<file path="config.mk">
export PLATFORM = sky130hd
export DESIGN_NAME = query_response_trigger_scheduler
export DESIGN_NICKNAME = d
export VERILOG_FILES = /design/src/hdl/qrts_pkg.sv /design/src/hdl/query_response_trigger_scheduler.sv /design/src/hdl/tick_divider.sv
export VERILOG_INCLUDE_DIRS = /design/src /design/src/hdl
export SDC_FILE = /design/constraint.sdc
export NUM_CORES = 1
export LEC_CHECK = 0
export ABC_AREA = 1
export ABC_CLOCK_PERIOD_IN_PS = 4500
export BUFFER_PORTS_ARGS = -buffer_cell sky130_fd_sc_hd__buf_2
export CELL_PAD_IN_SITES_DETAIL_PLACEMENT = 0
export CELL_PAD_IN_SITES_GLOBAL_PLACEMENT = 1
export CORE_ASPECT_RATIO = 0.75
export CORE_MARGIN = 5
export CORE_UTILIZATION = 47
export CTS_BUF_LIST = sky130_fd_sc_hd__clkbuf_4 sky130_fd_sc_hd__clkbuf_8
export DETAILED_ROUTE_END_ITERATION = 10
export MAX_ROUTING_LAYER = met4
export PLACE_DENSITY_LB_ADDON = 0.08
export SLEW_MARGIN = 20
export SYNTH_ARGS = -nofsm -noshare
export SYNTH_HDL_FRONTEND = slang
export SYNTH_SLANG_ARGS = --single-unit
</file>
<file path="constraint.sdc">
create_clock -name aclk -period 4.5 [get_ports aclk]
set_clock_uncertainty 0.1 [all_clocks]
set_input_delay 1.125 -clock aclk [delete_from_list [all_inputs] [get_ports aclk]]
set_output_delay 1.125 -clock aclk [all_outputs]
set_load 0.01 [all_outputs]
</file>
<file path="src/hdl/qrts_defs.svh">
`ifndef QRTS_DEFS_SVH
`define QRTS_DEFS_SVH

// timing
`define CLK_PERIOD_NS    4
`define UNIT_TIME_MS     10
`define NS_PER_MS        1000000
`define UNIT_CYCLES      ((`UNIT_TIME_MS * `NS_PER_MS) / `CLK_PERIOD_NS)

// register byte offsets
`define OFF_CTRL         8'h00
`define OFF_UPD_TIME     8'h04
`define OFF_QTRIG_ADDR   8'h08
`define OFF_RTRIG_ADDR   8'h0c
`define OFF_AREA_BASE    8'h10
`define OFF_AREA_LEN     8'h14
`define OFF_STATUS       8'h18
`define OFF_IRQ_CLEAR    8'h1c
`define OFF_IRQ_ENABLE   8'h20
`define OFF_QUERY_COUNT  8'h24

// control fields
`define CTRL_MODE_LSB    0
`define CTRL_MODE_MSB    1
`define CTRL_RUN_BIT     2
`define CTRL_RESP_EN_BIT 3
`define CTRL_W           4

// status / interrupt bits
`define ST_QUERY_BIT     0
`define ST_RESP_BIT      1
`define ST_CFG_BIT       2
`define ST_W             3

// trigger byte address windows
`define RTRIG_LO         12'h000
`define RTRIG_HI         12'h1ff
`define QTRIG_LO         12'h200
`define QTRIG_HI         12'h3ff
`define SHARED_LO        12'h400

// reset values
`define CTRL_RST         4'h0
`define UPD_RST          16'h0001
`define QTRIG_RST        12'h200
`define RTRIG_RST        12'h000

// bus answers
`define RESP_OKAY        2'h0
`define RESP_SLVERR      2'h2
`define RESP_DECERR      2'h3

`endif

</file>
<file path="src/hdl/qrts_pkg.sv">
package qrts_pkg;
    typedef enum logic [1:0] {
        MODE_CYCLIC,
        MODE_CHANGE,
        MODE_SINGLE,
        MODE_TRIGGER
    } update_mode_type;

    typedef enum logic [1:0] {
        ST_IDLE,
        ST_RD_WAIT,
        ST_RD_DONE,
        ST_WR_WAIT
    } sched_state_type;

    typedef enum logic [1:0] {
        OP_RESP,
        OP_SCAN,
        OP_TRIG
    } mem_op_type;
endpackage : qrts_pkg

</file>
<file path="src/hdl/query_response_trigger_scheduler.sv">
// Notes on behaviour
// - cyclic mode issues the query once every update period
// - change mode polls the data area each period, issues only on difference
// - single shot mode issues exactly one query after start, never again
// - trigger mode issues whenever the trigger byte differs from last seen value
// - update time counts in 10 ms units
// - new response data increments response trigger byte when enabled
// - response trigger address only 0x000-0x1ff or 0x400 up to buffer top
// - query trigger address only 0x200-0x3ff or 0x400 up to buffer top
`include "qrts_defs.svh"
`timescale 1ns/1ns
`default_nettype none
module query_response_trigger_scheduler
    import qrts_pkg::*;
#(
    parameter int          ADDR_W     = 12,
    parameter logic [11:0] BUF_TOP    = 12'h7ff,
    parameter int          AREA_MAX   = 16,
    parameter int          UNIT_TICKS = `UNIT_CYCLES
) (
    // clock and reset
    input  wire logic              aclk,
    input  wire logic              aresetn,
    // axi4-lite slave
    input  wire logic [7:0]        awaddr,
    input  wire logic              awvalid,
    output logic                   awready,
    input  wire logic [31:0]       wdata,
    input  wire logic [3:0]        wstrb,
    input  wire logic              wvalid,
    output logic                   wready,
    output logic [1:0]             bresp,
    output logic                   bvalid,
    input  wire logic              bready,
    input  wire logic [7:0]        araddr,
    input  wire logic              arvalid,
    output logic                   arready,
    output logic [31:0]            rdata,
    output logic [1:0]             rresp,
    output logic                   rvalid,
    input  wire logic              rready,
    // memory buffer port, read data one cycle after mem_en
    output logic                   mem_en,
    output logic                   mem_we,
    output logic [ADDR_W-1:0]      mem_addr,
    output logic [7:0]             mem_wdata,
    input  wire logic [7:0]        mem_rdata,
    // subnetwork side
    output logic                   query_valid,
    input  wire logic              query_ready,
    input  wire logic              resp_new,
    // interrupt
    output logic                   irq
);
    localparam int LEN_W = $clog2(AREA_MAX + 1);
    localparam int IDX_W = $clog2(AREA_MAX);

    // byte-lane merge of a write into an old word
    function automatic logic [31:0] merge(input logic [31:0] old, input logic [31:0] d,
                                          input logic [3:0] s);
        logic [31:0] r;
        r = old;
        for (int i = 0; i < 4; i++) begin
            if (s[i]) r[i*8 +: 8] = d[i*8 +: 8];
        end
        return r;
    endfunction : merge

    // accepted address windows for the two trigger bytes
    function automatic logic shared_ok(input logic [31:0] a);
        return (a >= 32'(`SHARED_LO)) && (a <= 32'(BUF_TOP));
    endfunction : shared_ok

    function automatic logic qaddr_ok(input logic [31:0] a);
        return ((a >= 32'(`QTRIG_LO)) && (a <= 32'(`QTRIG_HI))) || shared_ok(a);
    endfunction : qaddr_ok

    function automatic logic raddr_ok(input logic [31:0] a);
        return (a <= 32'(`RTRIG_HI)) || shared_ok(a);
    endfunction : raddr_ok

    // register file
    logic [`CTRL_W-1:0] ctrl_reg, ctrl_next;
    logic [15:0]        upd_reg, upd_next;
    logic [ADDR_W-1:0]  qaddr_reg, qaddr_next, raddr_reg, raddr_next;
    logic [ADDR_W-1:0]  abase_reg, abase_next;
    logic [LEN_W-1:0]   alen_reg, alen_next;
    logic [`ST_W-1:0]   status_reg, status_next, ien_reg, ien_next, st_set, st_clr;
    logic [15:0]        qcount_reg, qcount_next;
    // bus state
    logic               aw_hold_reg, aw_hold_next, w_hold_reg, w_hold_next;
    logic [7:0]         waddr_reg, waddr_next;
    logic [31:0]        wdat_reg, wdat_next, rdata_reg, rdata_next, cand;
    logic [3:0]         wstb_reg, wstb_next;
    logic               bvalid_reg, bvalid_next, rvalid_reg, rvalid_next;
    logic [1:0]         bresp_reg, bresp_next, rresp_reg, rresp_next;
    // scheduler state
    sched_state_type    state_reg, state_next;
    mem_op_type         op_reg, op_next;
    logic               mem_en_reg, mem_en_next, mem_we_reg, mem_we_next;
    logic [ADDR_W-1:0]  mem_addr_reg, mem_addr_next;
    logic [7:0]         mem_wdata_reg, mem_wdata_next;
    logic [15:0]        tcnt_reg, tcnt_next;
    logic               qv_reg, qv_next, shot_reg, shot_next, resp_pend_reg, resp_pend_next;
    logic               scan_req_reg, scan_req_next, primed_reg, primed_next;
    logic               diff_reg, diff_next, seen_reg, seen_next;
    logic [7:0]         tlast_reg, tlast_next;
    logic [IDX_W-1:0]   idx_reg, idx_next;
    logic [7:0]         shadow [AREA_MAX];
    logic               shadow_we, issue, tick, period_evt, run, resp_en, scan_last, differs;
    logic               cfg_err;
    logic [15:0]        upd_eff;
    update_mode_type    mode;

    assign run     = ctrl_reg[`CTRL_RUN_BIT];
    assign resp_en = ctrl_reg[`CTRL_RESP_EN_BIT];
    assign mode    = update_mode_type'(ctrl_reg[`CTRL_MODE_MSB:`CTRL_MODE_LSB]);
    assign upd_eff = (upd_reg == 16'h0000) ? 16'h0001 : upd_reg;   // zero acts as one unit

    // 10 ms unit tick
    tick_divider #(.DIV(UNIT_TICKS)) u_tick (
        .aclk    (aclk),
        .aresetn (aresetn),
        .enable  (run),
        .tick    (tick)
    );

    // bus handshakes
    assign awready = !aw_hold_reg;
    assign wready  = !w_hold_reg;
    assign arready = !rvalid_reg;

    // axi4-lite write, read and register updates
    always_comb begin
        aw_hold_next = aw_hold_reg;
        w_hold_next  = w_hold_reg;
        waddr_next   = waddr_reg;
        wdat_next    = wdat_reg;
        wstb_next    = wstb_reg;
        bvalid_next  = bvalid_reg && !bready;
        bresp_next   = bresp_reg;
        rvalid_next  = rvalid_reg && !rready;
        rdata_next   = rdata_reg;
        rresp_next   = rresp_reg;
        ctrl_next    = ctrl_reg;
        upd_next     = upd_reg;
        qaddr_next   = qaddr_reg;
        raddr_next   = raddr_reg;
        abase_next   = abase_reg;
        alen_next    = alen_reg;
        ien_next     = ien_reg;
        st_clr       = '0;
        cfg_err      = 1'b0;
        cand         = '0;
        if (awvalid && !aw_hold_reg) begin
            aw_hold_next = 1'b1;
            waddr_next   = awaddr;
        end
        if (wvalid && !w_hold_reg) begin
            w_hold_next = 1'b1;
            wdat_next   = wdata;
            wstb_next   = wstrb;
        end
        if (aw_hold_reg && w_hold_reg && !bvalid_reg) begin
            aw_hold_next = 1'b0;
            w_hold_next  = 1'b0;
            bvalid_next  = 1'b1;
            bresp_next   = `RESP_OKAY;
            unique case (waddr_reg)
                `OFF_CTRL:       ctrl_next = `CTRL_W'(merge(32'(ctrl_reg), wdat_reg, wstb_reg));
                `OFF_UPD_TIME:   upd_next  = 16'(merge(32'(upd_reg), wdat_reg, wstb_reg));
                `OFF_QTRIG_ADDR: begin
                    cand = merge(32'(qaddr_reg), wdat_reg, wstb_reg);
                    if (qaddr_ok(cand)) qaddr_next = ADDR_W'(cand);
                    else begin
                        bresp_next = `RESP_SLVERR;
                        cfg_err    = 1'b1;
                    end
                end
                `OFF_RTRIG_ADDR: begin
                    cand = merge(32'(raddr_reg), wdat_reg, wstb_reg);
                    if (raddr_ok(cand)) raddr_next = ADDR_W'(cand);
                    else begin
                        bresp_next = `RESP_SLVERR;
                        cfg_err    = 1'b1;
                    end
                end
                `OFF_AREA_BASE:  abase_next = ADDR_W'(merge(32'(abase_reg), wdat_reg, wstb_reg));
                `OFF_AREA_LEN: begin
                    cand = merge(32'(alen_reg), wdat_reg, wstb_reg);
                    if (cand <= 32'(AREA_MAX)) alen_next = LEN_W'(cand);
                    else bresp_next = `RESP_SLVERR;
                end
                `OFF_STATUS, `OFF_QUERY_COUNT: bresp_next = `RESP_OKAY;
                `OFF_IRQ_CLEAR:  st_clr   = `ST_W'(merge(32'h0, wdat_reg, wstb_reg));
                `OFF_IRQ_ENABLE: ien_next = `ST_W'(merge(32'(ien_reg), wdat_reg, wstb_reg));
                default:         bresp_next = `RESP_DECERR;
            endcase
        end
        if (arvalid && !rvalid_reg) begin
            rvalid_next = 1'b1;
            rresp_next  = `RESP_OKAY;
            unique case (araddr)
                `OFF_CTRL:        rdata_next = 32'(ctrl_reg);
                `OFF_UPD_TIME:    rdata_next = 32'(upd_reg);
                `OFF_QTRIG_ADDR:  rdata_next = 32'(qaddr_reg);
                `OFF_RTRIG_ADDR:  rdata_next = 32'(raddr_reg);
                `OFF_AREA_BASE:   rdata_next = 32'(abase_reg);
                `OFF_AREA_LEN:    rdata_next = 32'(alen_reg);
                `OFF_STATUS:      rdata_next = 32'(status_reg);
                `OFF_IRQ_CLEAR:   rdata_next = 32'h0;
                `OFF_IRQ_ENABLE:  rdata_next = 32'(ien_reg);
                `OFF_QUERY_COUNT: rdata_next = 32'(qcount_reg);
                default: begin
                    rdata_next = 32'h0;
                    rresp_next = `RESP_DECERR;
                end
            endcase
        end
    end

    // scheduler: period timing, query issue and trigger byte access
    always_comb begin
        state_next     = state_reg;
        op_next        = op_reg;
        mem_en_next    = 1'b0;
        mem_we_next    = 1'b0;
        mem_addr_next  = mem_addr_reg;
        mem_wdata_next = mem_wdata_reg;
        shot_next      = shot_reg;
        primed_next    = primed_reg;
        diff_next      = diff_reg;
        seen_next      = seen_reg;
        tlast_next     = tlast_reg;
        idx_next       = idx_reg;
        shadow_we      = 1'b0;
        issue          = 1'b0;
        scan_last      = (32'(idx_reg) + 1) >= 32'(alen_reg);
        differs        = primed_reg && (mem_rdata != shadow[idx_reg]);
        period_evt     = run && tick && (tcnt_reg >= upd_eff - 16'h0001);
        tcnt_next      = !run ? 16'h0000 : (period_evt ? 16'h0000 :
                         (tick ? tcnt_reg + 16'h0001 : tcnt_reg));
        scan_req_next  = scan_req_reg || (period_evt && mode == MODE_CHANGE);
        resp_pend_next = resp_pend_reg;
        if (period_evt && mode == MODE_CYCLIC) issue = 1'b1;
        if (run && mode == MODE_SINGLE && !shot_reg) begin
            issue     = 1'b1;
            shot_next = 1'b1;
        end
        unique case (state_reg)
            ST_IDLE: begin
                if (resp_pend_reg && resp_en) begin
                    op_next = OP_RESP;
                    mem_addr_next = raddr_reg;
                    mem_en_next = 1'b1;
                    state_next = ST_RD_WAIT;
                end else if (scan_req_reg) begin
                    scan_req_next = 1'b0;
                    if (alen_reg != '0) begin
                        op_next = OP_SCAN;
                        idx_next = '0;
                        diff_next = 1'b0;
                        mem_addr_next = abase_reg;
                        mem_en_next = 1'b1;
                        state_next = ST_RD_WAIT;
                    end
                end else if (run && mode == MODE_TRIGGER) begin
                    op_next = OP_TRIG;
                    mem_addr_next = qaddr_reg;
                    mem_en_next = 1'b1;
                    state_next = ST_RD_WAIT;
                end
            end
            ST_RD_WAIT: state_next = ST_RD_DONE;
            ST_RD_DONE: begin
                state_next = ST_IDLE;
                unique case (op_reg)
                    OP_RESP: begin
                        mem_en_next    = 1'b1;
                        mem_we_next    = 1'b1;
                        mem_wdata_next = mem_rdata + 8'h01;
                        state_next     = ST_WR_WAIT;
                    end
                    OP_SCAN: begin
                        shadow_we = 1'b1;
                        if (scan_last) begin
                            primed_next = 1'b1;
                            issue = issue ||
                                    ((diff_reg || differs) && mode == MODE_CHANGE);
                        end else begin
                            diff_next = diff_reg || differs;
                            idx_next = idx_reg + IDX_W'(1);
                            mem_addr_next = ADDR_W'(abase_reg + ADDR_W'(idx_reg) + ADDR_W'(1));
                            mem_en_next = 1'b1;
                            state_next = ST_RD_WAIT;
                        end
                    end
                    default: begin
                        // any difference, a wrap included, fires the query
                        issue = issue || (seen_reg && mode == MODE_TRIGGER &&
                                (mem_rdata != tlast_reg));
                        seen_next = 1'b1;
                        tlast_next = mem_rdata;
                    end
                endcase
            end
            ST_WR_WAIT: state_next = ST_IDLE;
        endcase
        // response pending: drop when disabled or written, a new arrival wins
        if (!resp_en || (state_reg == ST_RD_DONE && op_reg == OP_RESP)) resp_pend_next = 1'b0;
        if (resp_new && resp_en) resp_pend_next = 1'b1;
        qv_next = (qv_reg && !query_ready) || issue;
        qcount_next = qcount_reg + ((qv_reg && query_ready) ? 16'h0001 : 16'h0000);
        st_set                = '0;
        st_set[`ST_CFG_BIT]   = cfg_err;
        st_set[`ST_QUERY_BIT] = qv_reg && query_ready;
        st_set[`ST_RESP_BIT]  = mem_en_reg && mem_we_reg;
        status_next = (status_reg & ~st_clr) | st_set;   // set wins over clear
    end

    // register all state but the shadow copy
    always_ff @(posedge aclk) begin
        if (!aresetn) begin
            aw_hold_reg <= 1'b0; w_hold_reg <= 1'b0; waddr_reg <= 8'h00;
            wdat_reg <= 32'h0; wstb_reg <= 4'h0; bvalid_reg <= 1'b0; bresp_reg <= `RESP_OKAY;
            rvalid_reg <= 1'b0; rdata_reg <= 32'h0; rresp_reg <= `RESP_OKAY;
            ctrl_reg <= `CTRL_RST; upd_reg <= `UPD_RST;
            qaddr_reg <= ADDR_W'(`QTRIG_RST); raddr_reg <= ADDR_W'(`RTRIG_RST);
            abase_reg <= '0; alen_reg <= '0; ien_reg <= '0; status_reg <= '0;
            qcount_reg <= 16'h0000; state_reg <= ST_IDLE; op_reg <= OP_RESP;
            mem_en_reg <= 1'b0; mem_we_reg <= 1'b0; mem_addr_reg <= '0; mem_wdata_reg <= 8'h00;
            tcnt_reg <= 16'h0000; qv_reg <= 1'b0; shot_reg <= 1'b0; resp_pend_reg <= 1'b0;
            scan_req_reg <= 1'b0; primed_reg <= 1'b0; diff_reg <= 1'b0; seen_reg <= 1'b0;
            tlast_reg <= 8'h00; idx_reg <= '0;
        end else begin
            aw_hold_reg <= aw_hold_next; w_hold_reg <= w_hold_next; waddr_reg <= waddr_next;
            wdat_reg <= wdat_next; wstb_reg <= wstb_next; bvalid_reg <= bvalid_next;
            bresp_reg <= bresp_next; rvalid_reg <= rvalid_next; rdata_reg <= rdata_next;
            rresp_reg <= rresp_next; ctrl_reg <= ctrl_next; upd_reg <= upd_next;
            qaddr_reg <= qaddr_next; raddr_reg <= raddr_next; abase_reg <= abase_next;
            alen_reg <= alen_next; ien_reg <= ien_next; status_reg <= status_next;
            qcount_reg <= qcount_next; state_reg <= state_next; op_reg <= op_next;
            mem_en_reg <= mem_en_next; mem_we_reg <= mem_we_next; mem_addr_reg <= mem_addr_next;
            mem_wdata_reg <= mem_wdata_next; tcnt_reg <= tcnt_next; qv_reg <= qv_next;
            shot_reg <= shot_next; resp_pend_reg <= resp_pend_next;
            scan_req_reg <= scan_req_next; primed_reg <= primed_next; diff_reg <= diff_next;
            seen_reg <= seen_next; tlast_reg <= tlast_next; idx_reg <= idx_next;
        end
    end

    // data area shadow copy
    always_ff @(posedge aclk) begin
        if (shadow_we) shadow[idx_reg] <= mem_rdata;
    end

    // outputs
    assign bvalid = bvalid_reg; assign bresp = bresp_reg;
    assign rvalid = rvalid_reg; assign rdata = rdata_reg; assign rresp = rresp_reg;
    assign mem_en = mem_en_reg; assign mem_we = mem_we_reg;
    assign mem_addr = mem_addr_reg; assign mem_wdata = mem_wdata_reg;
    assign query_valid = qv_reg;
    assign irq = |(status_reg & ien_reg);
endmodule : query_response_trigger_scheduler
`default_nettype wire

</file>
<file path="src/hdl/tick_divider.sv">
`timescale 1ns/1ns
`default_nettype none
module tick_divider #(
    parameter int DIV = 2500000
) (
    // clock and reset
    input  wire logic aclk,
    input  wire logic aresetn,
    // control and output
    input  wire logic enable,
    output logic      tick
);
    localparam int CW = $clog2(DIV);

    logic [CW-1:0] cnt_reg;
    logic [CW-1:0] cnt_next;
    logic          tick_reg;
    logic          tick_next;

    // count enabled cycles, pulse once per full division
    always_comb begin
        cnt_next  = cnt_reg;
        tick_next = 1'b0;
        if (!enable) begin
            cnt_next = '0;
        end else if (cnt_reg == CW'(DIV - 1)) begin
            cnt_next  = '0;
            tick_next = 1'b1;
        end else begin
            cnt_next = cnt_reg + CW'(1);
        end
    end

    // register divider state
    always_ff @(posedge aclk) begin
        if (!aresetn) begin
            cnt_reg  <= '0;
            tick_reg <= 1'b0;
        end else begin
            cnt_reg  <= cnt_next;
            tick_reg <= tick_next;
        end
    end

    assign tick = tick_reg;
endmodule : tick_divider
`default_nettype wire

</file>
* Word-level counts from Yosys, hierarchy flattened
Memories as Yosys holds them, arrays and structs flattened. A register that Yosys moved wholly into a read port is not among the register bits.
Cells that the tools add are included.
** Cells by class
- Add/sub/neg operators :: 9
- Order comparisons :: 10
- Equal/unequal tests :: 36
- Multiplexer cells :: 103
- Bitwise gates (word level) :: 7
- Reduce and logical (&&, ||, !) cells :: 79
** Operators by type and width (number)
- 2-to-1 mux 8 bit :: 32
- one-hot mux 16 bit (9 select lines) :: 1
- 2-to-1 mux 12 bit :: 6
- equality test 8 x 5 -> 1 bit (second input constant) :: 8
- greater-or-equal comparator 32 x 11 -> 1 bit (second input constant) :: 2
- <= comparator 32 x 11 -> 1 bit (second input constant) :: 2
- AND reduction 3 bit :: 11
- equality test 8 x 4 -> 1 bit (second input constant) :: 4
- equality test 8 x 6 -> 1 bit (second input constant) :: 4
- greater-or-equal comparator 32 x 10 -> 1 bit (second input constant) :: 1
- <= comparator 32 x 10 -> 1 bit (second input constant) :: 1
- <= comparator 32 x 5 -> 1 bit (second input constant) :: 1
- <= comparator 32 x 9 -> 1 bit (second input constant) :: 1
- 2-to-1 mux 1 bit :: 32
- 2-to-1 mux 4 bit :: 7
- logical AND 1 bit :: 27
- one-hot mux 12 bit (2 select lines) :: 1
- adder 22 x 1 -> 22 bit (second input constant) :: 1
- equality test 22 bit (second input constant) :: 1
- 2-to-1 mux 2 bit :: 11
- adder 16 x 1 -> 16 bit :: 1
- adder 16 x 1 -> 16 bit (second input constant) :: 1
- equality test 8 x 3 -> 1 bit (second input constant) :: 2
- greater-or-equal comparator 16 bit :: 1
- 39 further kinds :: 85
** Storage, ports and cells
- Register bits after elaboration :: 251
- RAM bits :: 128
- Bits of input ports :: 69
- Output and inout port bits :: 65
- Word-level logic and storage cells :: 284
- Memories kept :: 1
** Memories
- shadow :: words 16, width 8, rd ports 1, clocked after memory_dff 1, wr ports 1, line query_response_trigger_scheduler.sv:109 : logic [7:0] shadow [AREA_MAX];

* Longest topological paths before layout
- Word-level depth :: 13
- Mapped depth :: 24
- Gate-level depth less buffers :: 24

* Modules after synthesis
Synthesis repeated with hierarchy kept, for this count alone.
** Unflattened totals
- Cell total of the unflattened synthesis :: 2126
- Area total of the unflattened synthesis :: 17184.0 sq um
** By module, submodules not included
- query_response_trigger_scheduler :: times used 1, cells an instance 1958, area each 15950.3 sq um, seq. area each 8147.8 sq um
- tick_divider :: times used 1, cells an instance 168, area each 1233.7 sq um, seq. area each 460.4 sq um

* Worst setup path before layout
OpenSTA, ideal clock, no wires.
- Kind :: register to register
- From :: register upd_reg[5]
- To :: register tcnt_reg[13]
- Data arrival time :: 3.009 ns
- Required time :: 4.271 ns
- Setup slack :: 1.262 ns
- Cell stages (with the launch flop) :: 25
- Buffers on the path :: 1
- Clock period less this slack :: 3.238 ns
- Path through :: dfxtp_1 -> nor2_1 -> nand3_1 -> nor2_1 -> nand4_1 -> nand2_1 -> inv_1 -> ha_1 -> nand2_1 -> nor2_1 -> nand3_1 -> nor3_1 -> xor2_1 -> inv_1 -> ha_1 -> nand2_1 -> inv_1 -> nand3_1 -> nor3_1 -> nand2_1 -> nand3_1 -> nand2_1 -> nand2_1 -> clkbuf_1 -> nor3_1
** Between the ends
- Word-level cells in the longest chain between the ends :: 6
** RTL lines
- start: declaration :: line query_response_trigger_scheduler.sv:84 : logic [15:0] upd_reg, upd_next;
- start signal: assignment :: line query_response_trigger_scheduler.sv:327 : ctrl_reg <= `CTRL_RST; upd_reg <= `UPD_RST;
- start signal: assignment :: line query_response_trigger_scheduler.sv:339 : rresp_reg <= rresp_next; ctrl_reg <= ctrl_next; upd_reg <= upd_next;
- logical NOT 16 bit :: line query_response_trigger_scheduler.sv:118 : assign upd_eff = (upd_reg == 16'h0000) ? 16'h0001 : upd_reg;
- 2-to-1 mux 16 bit * :: line query_response_trigger_scheduler.sv:118
- subtractor 16 x 1 -> 16 bit * :: line query_response_trigger_scheduler.sv:240 : period_evt = run && tick && (tcnt_reg >= upd_eff - 16'h0001);
- greater-or-equal comparator 16 bit * :: line query_response_trigger_scheduler.sv:240
- logical AND 1 bit * :: line query_response_trigger_scheduler.sv:240
- OR reduction 3 bit (no source line) *
- end signal: assignment :: line query_response_trigger_scheduler.sv:344 : mem_wdata_reg <= mem_wdata_next; tcnt_reg <= tcnt_next; qv_reg <= qv_next;
- end: declaration :: line query_response_trigger_scheduler.sv:103 : logic [15:0] tcnt_reg, tcnt_next;
Mark *: on every way between the ends. The rest lies on a longest branch, timed or not.
A chain may end at the register's enable or synchronous reset.

* Worst setup path in the final report
- From :: register upd_reg[5]
- To :: register tcnt_reg[2]
The elaborated chain is that of the path after synthesis.

==> metrics.md <==
| Metric | Value |
|---|---|
| DRT Pass-1 Iters | 7 |
| Final nets | 2,336 |
| Final min period | 3770 ps |
| Startpoint class of the critical path | flop |
| Fin. max-slew vios | 0 |
| Clock sinks | roughly 370 |
| Crit path from | upd_reg[5] |
| Core outline area | about 0.036 mm² |
| Setup TNS | 0 ps |
| IO Count | 134 |
| Commonest non-fill, non-tap cell in the layout | nand2_1 |
| Syn_area_per_cell | 8.04 µm² |
| Footprint of the multi-input gates | 0.00699 mm² |
| Worst slew pin tran | 1090 ps |
| Hold Fails Final Rpt | 0 |
| F_max | 0.265 GHz |
| Synth warn | 0 |
| Full die area | roughly 0.04 mm² |
| Area of the mapped netlist | 0.0170 mm² |
| Status | completed |
| Reg power frac | 0.515 |
| Fin worst setup slack | a little over 700 ps |
| Max Cap Viol | 0 |
| Sequential cell area | 0.00861 mm² |
| Yosys cell types | 53 |
| Antenna violations before repair | 1 |
| Die H | 175 µm |
| 1st-iter DRT viols | 1,701 |
| Hold_buf cts | 0 |
| Filler instances | ~3,500 |
| GP Congestion | 0.917 |
| Worst vdd ir | roughly 0.22 mV |
| Async set-reset flop share out of synthesis | 0 |
| Switching pwr | 0.00162 W |
| Hold slack final | 351 ps |
| Area delta synth->final | 12.4% |
| Synth Flop Type | dfxtp_1 |
| Worst EP required | around 5000 ps |
| Setup violations, final | 0 |
| Vias in the first global route | 13,800 |
| Vias per cell | 5.37 |
| Final ANT Viol Nets | 0 |
| Layout cells sized above 1 | 0.115 |
| CTS Buffer Depth | 3 |
| Pin count of the biggest net entering global routing | 96 |
| Worst hold path type | flop to flop |
| Clk pin slew, worst setup/hold paths | roughly 70 ps |
| Period utilisation layout | 0.839 |
| Clk Latency, worst-skew pair | 640 ps |
| Initial Utilization | 0.475 |
| Non-Filler Instances | around 2,700 |
| Port bufs | 117 |
| Register area share after synthesis | 0.506 |
| Gate power share | 0.044 |
| First-pass GRT wire length | 80,700 µm |
| Most frequent cells in the layout | 406 x nand2_1, 250 x inv_1, 250 x nor2_1 |
| Switching share of power | 0.239 |
| Slew headroom | 0.272 |
| RSZ-0062 raised after global routing | false |
| H-Tree Level Count | 2 |
| PD cells | between 300 and 400 mW/mm² |
| Power Internal | 0.00517 W |
| P_leak | 7.67 nW |
| # DRC | 0 |
| Count of state elements after synthesis | 366 |
| Post-CTS setup buffers | 0 |
| Clock share of power | 0.441 |
| Die Wd | 230 µm |
| Critical path arrival | approximately 4200 ps |
| CP Class | flop to flop |
| Dpl hpwl | 37,000 µm |
| Placed Instances | 2,634 |
| Dpl ws | 733 ps |
| GRT Total Usage | 0.262 |
| Max Fanout on Critical Path | 16 |
| Critical R2R Launch | upd_reg[5] |
| Drt wl/cell | 19.0 µm |
| TritonCTS clock tree | built |
| CTS root buf | clkbuf_8 |
| Non-Filler Cell Area, Final | 0.0191 mm² |
| Post-synth EDFFs | 128 |
| Gate Count Post-Synth | 2,115 |
| Worst hold start | u_tick.cnt_reg[0] |
| Number of buffers created by CTS | 60 |
| Placement Cell Area | 0.0179 mm² |
| Post-CTS sizing | 0 |
| Setup crit end kind | flop |
| FP Rows | 60 |
| Max FFs per register | 128 |
| Routed via count | around 15,000 |
| Gr ovfl total | 0 |
| Final WL | about 52,000 µm |
## worst max-delay path, stage by stage, from the launching register on
cell	delay, ps
dfxtp_1	450
nor2_1	60
nand3_1	100
nor2_1	60
nand4_1	90
nand2_1	50
inv_1	100
ha_1	190
nand2_1	110
nor2_1	220
nand3_1	150
nor3_1	200
xor2_1	160
inv_1	50
ha_1	260
nand2_1	60
inv_1	50
nand3_1	80
nor3_1	240
nand2_1	80
nand3_1	160
nand2_1	80
nand2_1	430
nor3_1	100
## power by group through the flow
| stage | combinational [W] | sequential, W | clock (W) |
|---|---|---|---|
| floorplan | 0.000180 | 0.00355 | 0 |
| global placement | 0.000293 | 0.00357 | 0 |
| detailed placement | 0.000296 | 0.00357 | 0 |
| CTS | 0.000298 | 0.00350 | 0.00307 |
| global route | 0.000334 | 0.00350 | 0.00323 |
| finish | 0.000299 | 0.00350 | 0.00300 |
## logic make-up (layout without fill, tap and decap cells)
family,after synthesis,in the layout,share of synthesized area
compound gates,439,439,0.143
mux,1,1,0.000589
fa+ha+maj,36,36,0.0269
simple gates,879,879,0.217
xor+xnor,37,37,0.0191
other cells,1,17,0.000221
buf+inv,356,504,0.0863
flops,366,366,0.506
## synth_stat cells (2+ instances only)
cell       count  share of area
nor3_2         3         0.0018
nor2_2         7         0.0026
o21a_1         4         0.0018
xor2_1        29          0.015
inv_1        252          0.056
a31oi_1       12         0.0044
nand3_1      108          0.032
o21ai_0      173          0.051
nor4_1        15         0.0055
a21oi_1      163          0.048
o2111ai_1      2         0.0010
xnor2_1        8         0.0041
or2_2          2        0.00074
nor2_1       250          0.055
ha_1          35          0.026
edfxtp_1     128           0.23
nand2_1      406          0.090
a211oi_1       8         0.0035
clkbuf_1      45         0.0099
o31ai_1        7         0.0031
o21ai_1        3        0.00088
nor3b_1        5         0.0022
dfxtp_1      238           0.28
nor3_1        49          0.014
and3_1         4         0.0015
o22ai_1       33          0.012
inv_2          9         0.0020
o211ai_1       6         0.0026
buf_4         19         0.0084
buf_6          4         0.0026
buf_2         23         0.0068
o2bb2ai_1      2         0.0010
a221oi_1       4         0.0021
buf_1          3        0.00066
nand4_1       25         0.0092
o41ai_1        3         0.0015
o221ai_1      12         0.0062
## layout make-up
class / instances / area share
antenna: 1 / 0.000131
clock buffer: 93 / 0.0604
clock inverter: 16 / 0.00426
inverter: 262 / 0.0515
multi-input combinational: 1408 / 0.366
sequential: 366 / 0.451
tap: 465 / 0.0304
timing repair buffer: 133 / 0.0371
## metrics by stage
stage                      util  total power [W]
after floorplan               -          0.00373
after global placement    0.499          0.00386
after detailed placement  0.499          0.00386
after CTS                 0.534          0.00686
after global routing      0.534          0.00706
final                     0.534          0.00679
## routing by layer
| layer | GRT usage | vias to the layer above | part of all wire |
|---|---|---|---|
| li1 | - | 7287 | - |
| met1 | 0.415 | 6851 | 0.51 |
| met2 | 0.337 | 558 | 0.38 |
| met3 | 0.0611 | 41 | 0.10 |
| met4 | 0.0488 | 0 | 0.012 |
| met5 | - | - | 0 |
## final timing paths
check / end / slack, ps / cells after the start
max reg2reg: tcnt_reg[2] / 730 / 23
min: u_tick.cnt_reg[0] / 350 / 1
max: tcnt_reg[2] / 730 / 23
min reg2reg: u_tick.cnt_reg[0] / 350 / 1
No activity file was read; power rests on OpenSTA's default activity.
